===== src/mrs_pkg.sv =====
// constants, field layout and codes for the micromachine register set
// assumes one 125 MHz clock where each rising clock edge closes one microcycle
package mrs_pkg;
  // microinstruction field positions
  localparam int WORD_W  = 32;
  localparam int WT_HI   = 31;
  localparam int WT_LO   = 28;
  localparam int SPC_HI  = 27;
  localparam int SPC_LO  = 24;
  localparam int BF_HI   = 23;
  localparam int BF_LO   = 19;
  localparam int STF_HI  = 18;
  localparam int STF_LO  = 14;
  localparam int ALU_HI  = 13;
  localparam int ALU_LO  = 10;
  localparam int JA_HI   = 27;
  localparam int JA_LO   = 14;
  localparam int IMM_HI  = 15;
  localparam int IMM_LO  = 0;
  localparam int UA_W    = 14;
  localparam int STK_W   = 3;
  localparam int STK_N   = 8;
  localparam int DW      = 16;
  localparam int IDX_W   = 4;
  localparam int FILE_N  = 16;
  localparam int MAP_ADDRESS_POINTER_W  = 10;
  localparam int PEA_W   = 24;
  localparam int INT_N   = 4;
  localparam int SW_SELFTEST_LO = 11;

  // eleven word types; other encodings execute as no-operation
  typedef enum logic [3:0] {
    WT_ALU  = 4'h0, WT_JMP  = 4'h1, WT_JSB  = 4'h2, WT_RTN = 4'h3,
    WT_JZ   = 4'h4, WT_JNZ  = 4'h5, WT_JINT = 4'h6, WT_JSW = 4'h7,
    WT_IMM  = 4'h8, WT_NOP  = 4'h9, WT_SPEC = 4'hA
  } mrs_wtype_e;

  typedef enum logic [3:0] {
    SPC_NONE = 4'h0, SPC_ZERO = 4'h1, SPC_ONE = 4'h2, SPC_INCP = 4'h3,
    SPC_INCN = 4'h4, SPC_DECN = 4'h5, SPC_INTCLR = 4'h6
  } mrs_spec_e;

  typedef enum logic [4:0] {
    B_ZERO = 5'h00, B_P   = 5'h01, B_Q   = 5'h02, B_T   = 5'h03, B_SW  = 5'h04, B_N = 5'h05,
    B_SCR  = 5'h06, B_PRV = 5'h07, B_EXT = 5'h08, B_MAP = 5'h09, B_ACC = 5'h0A, B_INT = 5'h0B
  } mrs_bsel_e;

  typedef enum logic [4:0] {
    S_NONE = 5'h00, S_P = 5'h01, S_ACC = 5'h02, S_N = 5'h03,
    S_SCR  = 5'h04, S_PRV = 5'h05, S_EXT = 5'h06, S_MAP = 5'h07
  } mrs_store_field_e;

  typedef enum logic [3:0] {
    ALU_PASS = 4'h0, ALU_ADD = 4'h1, ALU_SUB = 4'h2, ALU_AND = 4'h3, ALU_OR = 4'h4,
    ALU_XOR  = 4'h5, ALU_INC = 4'h6, ALU_DSHL = 4'h7, ALU_DSHR = 4'h8
  } mrs_alu_e;

  // external special register indices
  localparam logic [3:0] EXT_MAP_ADDRESS_POINTER   = 4'h0;
  localparam logic [3:0] EXT_PEL_LO = 4'h1;
  localparam logic [3:0] EXT_PEL_HI = 4'h2;
  localparam logic [3:0] EXT_CIL    = 4'h3;
  localparam logic [1:0] EXT_FPA_HI = 2'h3;

  // interrupt codes, internal sources rank above the I/O source
  localparam logic [2:0] INT_NONE = 3'h0;
  localparam logic [2:0] INT_IO   = 3'h1;
  localparam logic [2:0] INT_BASE = 3'h2;

  localparam logic [UA_W-1:0]  UA_RESET  = 14'h0000;
  localparam logic [UA_W-1:0]  UA_ONE    = 14'h0001;
  localparam logic [DW-1:0]    D_ZERO    = 16'h0000;
  localparam logic [DW-1:0]    D_ONE     = 16'h0001;
  localparam logic [MAP_ADDRESS_POINTER_W-1:0] MAP_ADDRESS_POINTER_ONE = 10'h001;
  localparam logic [IDX_W-1:0] IDX_ONE   = 4'h1;
  localparam logic [STK_W-1:0] STK_ONE   = 3'h1;
endpackage


===== src/mrs_register_set.sv =====
// micromachine register set with sequencer, stack and external special registers
// assumes control store returns the word for cs_addr in the same cycle; inputs synchronous
`timescale 1ns/1ns

// What this block does
// - program counter increments on its microorder unless the same word stores it
// - low word loads on both special codes and in double shifts
// - low word is lower half in double shifts
// - low word muxed into ALU, not bus
// - switch register presents panel switch fields
// - memory return loads only from returned data
// - sixteen scratch registers indexed by index register
// - sixteen privileged registers indexed by index register
// - external register chosen by whole four-bit index
// - map pointer ten bits, upper bits zero
// - every map access increments map pointer unless the same word writes the pointer
// - low parity latch holds low address
// - parity latches update on every error
// - high parity latch holds upper byte only
// - index three holds last trap cell
// - indices four-B reserved, C-F go accessory
// - microinstruction is 32 bits of fields
// - decoder knows eleven word types
// - destination clocked at microcycle end
// - call pushes address plus one, return pops
// - interrupts latched, internal above I/O
// - always sequencing from control store
// - index register four bits addresses files
module mrs_register_set (
  input  wire logic                      clk_sys,
  input  wire logic                      rst,
  output logic [mrs_pkg::UA_W-1:0]       cs_addr,
  input  wire logic [mrs_pkg::WORD_W-1:0] cs_word,
  input  wire logic [mrs_pkg::DW-1:0]    switches,
  input  wire logic                      mem_ret_valid,
  input  wire logic [mrs_pkg::DW-1:0]    mem_ret_data,
  input  wire logic                      pe_strobe,
  input  wire logic [mrs_pkg::PEA_W-1:0] pe_addr,
  input  wire logic                      io_int_strobe,
  input  wire logic [mrs_pkg::DW-1:0]    io_trap_cell,
  input  wire logic [mrs_pkg::INT_N-1:0] int_internal,
  output logic [mrs_pkg::MAP_ADDRESS_POINTER_W-1:0]     map_addr,
  output logic                           map_rd,
  input  wire logic [mrs_pkg::DW-1:0]    map_rdata,
  output logic                           map_wr,
  output logic [mrs_pkg::MAP_ADDRESS_POINTER_W-1:0]     map_waddr,
  output logic [mrs_pkg::DW-1:0]         map_wdata,
  output logic [mrs_pkg::IDX_W-1:0]      fpa_index,
  output logic                           fpa_rd,
  input  wire logic [mrs_pkg::DW-1:0]    fpa_rdata,
  output logic                           fpa_wr,
  output logic [mrs_pkg::IDX_W-1:0]      fpa_windex,
  output logic [mrs_pkg::DW-1:0]         fpa_wdata,
  output logic [mrs_pkg::DW-1:0]         pc_out,
  output logic [mrs_pkg::DW-1:0]         acc_out,
  output logic [mrs_pkg::DW-1:0]         low_word_out,
  output logic                           int_pending,
  output logic [2:0]                     int_code,
  output logic                           diag_mode
);

  logic [mrs_pkg::UA_W-1:0]   upc_reg;
  logic [mrs_pkg::UA_W-1:0]   upc_next;
  logic [mrs_pkg::UA_W-1:0]   stk_mem [mrs_pkg::STK_N];
  logic [mrs_pkg::STK_W-1:0]  sp_reg;
  logic [mrs_pkg::UA_W-1:0]   stk_top;
  logic [mrs_pkg::DW-1:0]     p_reg;
  logic [mrs_pkg::DW-1:0]     q_reg;
  logic [mrs_pkg::DW-1:0]     t_reg;
  logic [mrs_pkg::DW-1:0]     sw_reg;
  logic [mrs_pkg::DW-1:0]     acc_reg;
  logic [mrs_pkg::IDX_W-1:0]  n_reg;
  logic [mrs_pkg::DW-1:0]     scr_mem [mrs_pkg::FILE_N];
  logic [mrs_pkg::DW-1:0]     prv_mem [mrs_pkg::FILE_N];
  logic [mrs_pkg::MAP_ADDRESS_POINTER_W-1:0] map_address_pointer_reg;
  logic [mrs_pkg::DW-1:0]     pel_lo_reg;
  logic [7:0]                 pel_hi_reg;
  logic [mrs_pkg::DW-1:0]     cil_reg;
  logic [mrs_pkg::INT_N:0]    ipend_reg;
  logic                       zero_reg;
  logic [mrs_pkg::DW-1:0]     bmux;
  logic [mrs_pkg::DW-1:0]     ext_rd;
  logic [mrs_pkg::DW-1:0]     alu_y;
  logic [mrs_pkg::DW-1:0]     alu_q;
  logic                       alu_dbl;
  logic                       is_alu;
  logic                       fpa_sel;
  logic                       load_low_word;
  logic                       map_acc;
  logic                       map_address_pointer_wr;
  logic [mrs_pkg::INT_N:0]    iclr;
  logic                       ext_rd_hi_ok;

  mrs_pkg::mrs_wtype_e wt;
  mrs_pkg::mrs_spec_e  spc;
  mrs_pkg::mrs_bsel_e  bsel;
  mrs_pkg::mrs_store_field_e  store_field;
  mrs_pkg::mrs_alu_e   aop;

  // field decode of the 32-bit word
  assign wt      = mrs_pkg::mrs_wtype_e'(cs_word[mrs_pkg::WT_HI:mrs_pkg::WT_LO]);
  assign spc     = mrs_pkg::mrs_spec_e'(cs_word[mrs_pkg::SPC_HI:mrs_pkg::SPC_LO]);
  assign bsel    = mrs_pkg::mrs_bsel_e'(cs_word[mrs_pkg::BF_HI:mrs_pkg::BF_LO]);
  assign store_field    = mrs_pkg::mrs_store_field_e'(cs_word[mrs_pkg::STF_HI:mrs_pkg::STF_LO]);
  assign aop     = mrs_pkg::mrs_alu_e'(cs_word[mrs_pkg::ALU_HI:mrs_pkg::ALU_LO]);
  assign is_alu  = (wt == mrs_pkg::WT_ALU);
  assign fpa_sel = (n_reg[3:2] == mrs_pkg::EXT_FPA_HI);
  assign load_low_word     = is_alu && (spc == mrs_pkg::SPC_ZERO || spc == mrs_pkg::SPC_ONE);
  assign map_acc = is_alu && (bsel == mrs_pkg::B_MAP || store_field == mrs_pkg::S_MAP);
  assign map_address_pointer_wr = is_alu && store_field == mrs_pkg::S_EXT && n_reg == mrs_pkg::EXT_MAP_ADDRESS_POINTER;
  assign stk_top = stk_mem[sp_reg - mrs_pkg::STK_ONE];

  // external special register read, selected by the whole four-bit index
  always_comb begin
    case (n_reg)
      mrs_pkg::EXT_MAP_ADDRESS_POINTER:   ext_rd = {6'h00, map_address_pointer_reg};
      mrs_pkg::EXT_PEL_LO: ext_rd = pel_lo_reg;
      mrs_pkg::EXT_PEL_HI: ext_rd = {8'h00, pel_hi_reg};
      mrs_pkg::EXT_CIL:    ext_rd = cil_reg;
      default:             ext_rd = fpa_sel ? fpa_rdata : mrs_pkg::D_ZERO;
    endcase
  end

  // B operand; low word joins here rather than on the bus
  always_comb begin
    case (bsel)
      mrs_pkg::B_P:   bmux = p_reg;
      mrs_pkg::B_Q:   bmux = q_reg;
      mrs_pkg::B_T:   bmux = t_reg;
      mrs_pkg::B_SW:  bmux = sw_reg;
      mrs_pkg::B_N:   bmux = {12'h000, n_reg};
      mrs_pkg::B_SCR: bmux = scr_mem[n_reg];
      mrs_pkg::B_PRV: bmux = prv_mem[n_reg];
      mrs_pkg::B_EXT: bmux = ext_rd;
      mrs_pkg::B_MAP: bmux = map_rdata;
      mrs_pkg::B_ACC: bmux = acc_reg;
      mrs_pkg::B_INT: bmux = {13'h0000, int_code};
      default:        bmux = mrs_pkg::D_ZERO;
    endcase
  end

  always_comb begin
    alu_q   = q_reg;
    alu_dbl = 1'b0;
    case (aop)
      mrs_pkg::ALU_PASS: alu_y = bmux;
      mrs_pkg::ALU_ADD:  alu_y = acc_reg + bmux;
      mrs_pkg::ALU_SUB:  alu_y = acc_reg - bmux;
      mrs_pkg::ALU_AND:  alu_y = acc_reg & bmux;
      mrs_pkg::ALU_OR:   alu_y = acc_reg | bmux;
      mrs_pkg::ALU_XOR:  alu_y = acc_reg ^ bmux;
      mrs_pkg::ALU_INC:  alu_y = bmux + mrs_pkg::D_ONE;
      mrs_pkg::ALU_DSHL: begin
        {alu_y, alu_q} = {bmux[14:0], q_reg, 1'b0};
        alu_dbl = 1'b1;
      end
      mrs_pkg::ALU_DSHR: begin
        {alu_y, alu_q} = {1'b0, bmux, q_reg[15:1]};
        alu_dbl = 1'b1;
      end
      default:           alu_y = bmux;
    endcase
  end

  // sequencer: every cycle fetches a new word, no idle state
  always_comb begin
    upc_next = upc_reg + mrs_pkg::UA_ONE;
    case (wt)
      mrs_pkg::WT_JMP, mrs_pkg::WT_JSB: upc_next = cs_word[mrs_pkg::JA_HI:mrs_pkg::JA_LO];
      mrs_pkg::WT_RTN:  upc_next = stk_top;
      mrs_pkg::WT_JZ:   if (zero_reg) upc_next = cs_word[mrs_pkg::JA_HI:mrs_pkg::JA_LO];
      mrs_pkg::WT_JNZ:  if (!zero_reg) upc_next = cs_word[mrs_pkg::JA_HI:mrs_pkg::JA_LO];
      mrs_pkg::WT_JINT: if (int_pending) upc_next = cs_word[mrs_pkg::JA_HI:mrs_pkg::JA_LO];
      mrs_pkg::WT_JSW:  if (diag_mode) upc_next = cs_word[mrs_pkg::JA_HI:mrs_pkg::JA_LO];
      default:          upc_next = upc_reg + mrs_pkg::UA_ONE;
    endcase
  end

  always_ff @(posedge clk_sys) begin
    if (rst) upc_reg <= mrs_pkg::UA_RESET;
    else     upc_reg <= upc_next;
  end

  always_ff @(posedge clk_sys) begin
    if (rst) begin
      sp_reg <= '0;
    end else if (wt == mrs_pkg::WT_JSB) begin
      stk_mem[sp_reg] <= upc_reg + mrs_pkg::UA_ONE;
      sp_reg          <= sp_reg + mrs_pkg::STK_ONE;
    end else if (wt == mrs_pkg::WT_RTN) begin
      sp_reg <= sp_reg - mrs_pkg::STK_ONE;
    end
  end

  // destinations take the result at the closing edge
  always_ff @(posedge clk_sys) begin
    if (rst) p_reg <= mrs_pkg::D_ZERO;
    else if (is_alu && store_field == mrs_pkg::S_P) p_reg <= alu_y;
    else if ((is_alu || wt == mrs_pkg::WT_SPEC) && spc == mrs_pkg::SPC_INCP) p_reg <= p_reg + mrs_pkg::D_ONE;
  end

  always_ff @(posedge clk_sys) begin
    if (rst) q_reg <= mrs_pkg::D_ZERO;
    else if (load_low_word) q_reg <= alu_y;
    else if (is_alu && alu_dbl) q_reg <= alu_q;
  end

  always_ff @(posedge clk_sys) begin
    if (rst) acc_reg <= mrs_pkg::D_ZERO;
    else if (wt == mrs_pkg::WT_IMM) acc_reg <= cs_word[mrs_pkg::IMM_HI:mrs_pkg::IMM_LO];
    else if (is_alu && store_field == mrs_pkg::S_ACC) acc_reg <= alu_y;
  end

  always_ff @(posedge clk_sys) begin
    if (rst) zero_reg <= 1'b0;
    else if (is_alu) zero_reg <= (alu_y == mrs_pkg::D_ZERO);
  end

  always_ff @(posedge clk_sys) begin
    if (rst) t_reg <= mrs_pkg::D_ZERO;
    else if (mem_ret_valid) t_reg <= mem_ret_data;
  end

  always_ff @(posedge clk_sys) begin
    if (rst) sw_reg <= mrs_pkg::D_ZERO;
    else     sw_reg <= switches;
  end

  always_ff @(posedge clk_sys) begin
    if (rst) n_reg <= '0;
    else if (is_alu && store_field == mrs_pkg::S_N) n_reg <= alu_y[mrs_pkg::IDX_W-1:0];
    else if ((is_alu || wt == mrs_pkg::WT_SPEC) && spc == mrs_pkg::SPC_INCN) n_reg <= n_reg + mrs_pkg::IDX_ONE;
    else if ((is_alu || wt == mrs_pkg::WT_SPEC) && spc == mrs_pkg::SPC_DECN) n_reg <= n_reg - mrs_pkg::IDX_ONE;
  end

  // indexed register files
  always_ff @(posedge clk_sys) begin
    if (is_alu && store_field == mrs_pkg::S_SCR) scr_mem[n_reg] <= alu_y;
    if (is_alu && store_field == mrs_pkg::S_PRV) prv_mem[n_reg] <= alu_y;
  end

  always_ff @(posedge clk_sys) begin
    if (rst) map_address_pointer_reg <= '0;
    else if (map_address_pointer_wr) map_address_pointer_reg <= alu_y[mrs_pkg::MAP_ADDRESS_POINTER_W-1:0];
    else if (map_acc) map_address_pointer_reg <= map_address_pointer_reg + mrs_pkg::MAP_ADDRESS_POINTER_ONE;
  end

  always_ff @(posedge clk_sys) begin
    if (rst) begin
      pel_lo_reg <= mrs_pkg::D_ZERO;
      pel_hi_reg <= 8'h00;
    end else if (pe_strobe) begin
      pel_lo_reg <= pe_addr[15:0];
      pel_hi_reg <= pe_addr[23:16];
    end
  end

  always_ff @(posedge clk_sys) begin
    if (rst) cil_reg <= mrs_pkg::D_ZERO;
    else if (io_int_strobe) cil_reg <= io_trap_cell;
  end

  // pending interrupts; a new request wins over a clear in the same cycle
  always_comb begin
    iclr = '0;
    if ((is_alu || wt == mrs_pkg::WT_SPEC) && spc == mrs_pkg::SPC_INTCLR && int_pending)
      iclr[int_code - mrs_pkg::INT_IO] = 1'b1;
  end

  always_ff @(posedge clk_sys) begin
    if (rst) ipend_reg <= '0;
    else     ipend_reg <= (ipend_reg & ~iclr) | {int_internal, io_int_strobe};
  end

  always_comb begin
    int_code = mrs_pkg::INT_NONE;
    if (ipend_reg[0]) int_code = mrs_pkg::INT_IO;
    for (int i = 0; i < mrs_pkg::INT_N; i++) begin
      if (ipend_reg[i+1]) int_code = mrs_pkg::INT_BASE + 3'(i);
    end
  end

  // posted writes to the memory controller and the accessory
  always_ff @(posedge clk_sys) begin
    if (rst) begin
      map_wr     <= 1'b0;
      map_waddr  <= '0;
      map_wdata  <= mrs_pkg::D_ZERO;
      fpa_wr     <= 1'b0;
      fpa_windex <= '0;
      fpa_wdata  <= mrs_pkg::D_ZERO;
    end else begin
      map_wr     <= is_alu && store_field == mrs_pkg::S_MAP;
      map_waddr  <= map_address_pointer_reg;
      map_wdata  <= alu_y;
      fpa_wr     <= is_alu && store_field == mrs_pkg::S_EXT && fpa_sel;
      fpa_windex <= n_reg;
      fpa_wdata  <= alu_y;
    end
  end

  assign cs_addr      = upc_reg;
  assign map_addr     = map_address_pointer_reg;
  assign map_rd       = is_alu && bsel == mrs_pkg::B_MAP;
  assign fpa_index    = n_reg;
  assign fpa_rd       = is_alu && bsel == mrs_pkg::B_EXT && fpa_sel;
  assign pc_out       = p_reg;
  assign acc_out      = acc_reg;
  assign low_word_out = q_reg;
  assign int_pending  = |ipend_reg;
  assign diag_mode    = sw_reg[mrs_pkg::SW_SELFTEST_LO];

  assign ext_rd_hi_ok = (n_reg != mrs_pkg::EXT_PEL_HI) || (ext_rd[15:8] == 8'h00);
endmodule


===== config.mk =====
export PLATFORM = sky130hd
export DESIGN_NAME = mrs_register_set
export DESIGN_NICKNAME = d
export VERILOG_FILES = /design/src/mrs_pkg.sv /design/src/mrs_register_set.sv
export SDC_FILE = /design/constraint.sdc
export NUM_CORES = 1
export LEC_CHECK = 0
export BUFFER_PORTS_ARGS = -buffer_cell sky130_fd_sc_hd__buf_2
export CAP_MARGIN = 5
export CORE_ASPECT_RATIO = 0.6
export CORE_MARGIN = 3
export CORE_UTILIZATION = 38
export DETAILED_ROUTE_END_ITERATION = 8
export GPL_TIMING_DRIVEN = 0
export SLEW_MARGIN = 10
export SYNTH_ARGS = -nofsm -noshare
export SYNTH_HDL_FRONTEND = slang
export SYNTH_SLANG_ARGS = --single-unit

===== constraint.sdc =====
create_clock -name clk_sys -period 13 [get_ports clk_sys]
set_clock_uncertainty 0.1 [all_clocks]
set_input_delay 0.65 -clock clk_sys [delete_from_list [all_inputs] [get_ports clk_sys]]
set_output_delay 0.65 -clock clk_sys [all_outputs]
set_load 0.005 [all_outputs]

==> reports/qor.txt <==
status - finished with violations
failing checks - capacitance limit, slew limit
Post-synth EDFFs - 624
Logic pwr share - 7.8%
CP max stage delay - 920 ps
Layout area overhead - 17.6%
worst-margin pin slew - 1560 ps
Req. time, crit path - 13,090 ps
clock network power share - 41.3%
Post-CTS Setup Inserts - 0
WL/cell - 30.6 µm
Non-Filler Instances - 4,306
Post-CTS Resized - 0
total track usage - 26.1%
post-synth top area share - 51.5%
warnings from Yosys - 0
CP max FO - 32
I/O Pins - 276
Via density - 5.98
Hold Buf Count CTS - 0
post-synthesis instance total - 2,612
vias in the first global route - 24,000
ys async rst share - 0%
Avg Cell Area, Syn - 13.9 µm²
fillcell total - 8,541
Final Hold Fails - 0
Crit. path cell count - 19
top cells by area, synth - edfxtp_1 51%, dfxtp_1 11%, mux4_2 9.2%, nor2_1 2.8%, mux2i_1 2.7%
FF-to-FF path depth - 19
clock slew at reported path FFs - 70 ps
time the worst path needs with I/O delays and setup - 8670 ps
# Max-Cap Violations - 1
Synth Register Bits - 817
largest net degree at the start of global routing - 40
effective utilization at floorplan - 38.5%
GP Congestion - 0.986
first-pass GRT wire length - 184,000 µm
P_leak - 15.0 nW
Top delay family on crit path - compound AO/OA/AOI/OAI gates
P per Cell Area - 132 nW/µm²
Max IR drop VDD - 94.5 µV
Vias - 25,700
reg2reg setup slack - 4330 ps
dominant synthesized flop cell - edfxtp_1
reg2reg end - prv_mem[1][13]
cell taking the most area after synthesis - edfxtp_1
Hold Crit Class - primary input to flop
hpwl dp - 96,600 µm
Sw Share - 24.7%
antenna viol nets, final - 0
min-delay src - int_internal[1]
drt pass-1 iters - 6
Yosys cell types - 86
DRC viols - 0
Slew Limit Headroom - -5.14%
grt ovf - 0
critical path type - flop to flop
Die X-Extent - 406 µm
Max Freq - 115 MHz
CP Buf/Inv Count - 5
CP arrival - 8760 ps
layout cell share with drive strength beyond 1 - 23.7%
Post-Place Cells - 4,162
post-synthesis sequential area ratio - 62.1%
CP max stage cell - o22ai_1
Psw - 1.40 mW
die extent in y - 246 µm
Final period util - 66.7%
crit end category - flop
clk sinks - 817
fin. max-slew vios - 2
CTS tree - done
clk root buf - clkbuf_16
worst-path cell chain - clkbuf_1 > clkbuf_1 > clkbuf_1 > nand3_1 > o22ai_1 > a2111oi_2 > o2111ai_1 > inv_1 > ha_1 > nor2_1 > o311a_1 > o211ai_1 > a311oi_1 > nor2_1 > o21ai_0 > xor2_1 > nor2_1 > o22ai_1 > inv_1
Mapped Area - 36,400 µm²
syn nets - 2,835
Critical Path Start Type - flop
Sum Neg Setup Slack - 0 ps
clk buf depth - 3
Clk Latency, worst-skew pair - 690 ps
crit path to - prv_mem[1][13]
RSZ-0062 raised after global routing - false
routed wire length - 132,000 µm
Rows - 87
port bufs - 266
initial antenna violation count - 11
biggest regs - prv_mem: 256 flops, scr_mem: 256 flops, stk_mem: 112 flops
core area - 94,500 µm²
TritonCTS buffer count - 76
initial DRC count - 4,066
Die ar. - 99,600 µm²
Internal Power - 4.26 mW
fin nets - 3,219
part of the power in registers - 50.9%
Setup-failing EPs final - 0
H-tree depth - 3
[per-layer routing]
layer	track usage (%)	routed length (µm)
met1	39.8	57200
met2	34.0	52100
met3	9.10	18000
met4	8.27	4160
met5	0	75
[worst min-delay path, delay by kind of cell]
kind,cells,cell delay [ps]
compound gates,1,40
buf+inv,1,70
simple gates,1,70
[placed cells by master (no fill, tap or decap), types with 76 or more instances in the layout]
master       n
a21oi_1     96
buf_2      290
clkbuf_1   115
clkbuf_16   76
dfxtp_1    193
edfxtp_1   624
ha_1        76
mux2i_1     97
mux4_2     148
nand2_1    155
nor2_1     234
[final cells by class]
type | count | area (µm²) | area share [%]
antenna | 2 | 5.00 | 0.0117
buffer | 176 | 858 | 2.01
clock buffer | 90 | 1980 | 4.62
clock inverter | 50 | 601 | 1.40
inverter | 67 | 251 | 0.588
multi-input combinational | 1552 | 13000 | 30.3
sequential | 817 | 22600 | 52.8
tap | 1246 | 1560 | 3.64
timing repair buffer | 306 | 1960 | 4.59
[worst min path at each step]
| stage | end | slack, ps | depth (start not counted) |
|---|---|---|---|
| after floorplan | t_reg[1] | 350 | 2 |
| after detailed placement | pel_lo_reg[5] | 380 | 2 |
| after CTS | ipend_reg[2] | 40 | 3 |
| final | ipend_reg[2] | 80 | 3 |
| after global placement | t_reg[1] | 370 | 2 |
| after global routing | ipend_reg[2] | 60 | 3 |
[power by group through the flow]
stage	registers (mW)	logic, mW	clock network [mW]
global placement	2.94	0.403	0
global route	2.88	0.468	2.46
CTS	2.88	0.432	2.36
finish	2.88	0.443	2.34
floorplan	2.93	0.224	0
detailed placement	2.94	0.430	0
[logic make-up (layout without fill, tap and decap cells)]
group,count (synthesis),after routing,synth area share [%]
flops,817,817,62.1
mux,277,277,13.1
buf+inv,243,689,3.05
simple gates,707,707,9.29
compound gates,423,423,8.15
xor+xnor,67,67,1.61
fa+ha+maj,78,78,2.72
other cells,0,2,0
[cells in the mapped netlist (8+ instances only)]
library cell,n
buf_6,13
and3_1,28
a22o_1,12
a21oi_1,97
buf_4,19
buf_1,17
nand2_1,156
clkbuf_1,104
inv_1,65
a31oi_1,10
a311oi_1,14
nand2b_1,17
o21ai_0,46
nand4_1,18
nor2_1,273
ha_1,76
mux4_2,148
a211oi_1,43
xnor2_1,37
nor4_1,8
a222oi_1,15
a22oi_1,72
and2_1,15
a21o_1,10
nor3_1,29
dfxtp_1,193
nand3_1,47
o22ai_1,17
a221oi_1,13
buf_2,23
nor3b_1,8
xor2_1,30
mux2i_1,97
edfxtp_1,624
nor2b_1,60
mux2_2,26
[per-stage QoR]
step	util, %	area (µm²)	total power [mW]	hold slack, ps	worst slack, ps
2_1_floorplan	-	36400	3.15	352	6590
3_3_place_gp	41.6	39300	3.34	370	1650
3_5_place_dp	42.5	40200	3.37	384	4300
4_1_cts	45.3	42800	5.67	35.6	4270
5_1_grt	45.3	42800	5.81	62.3	3960
6_report	45.3	42800	5.66	77.2	4330
Note: power is estimated with default switching activity, not from simulation.
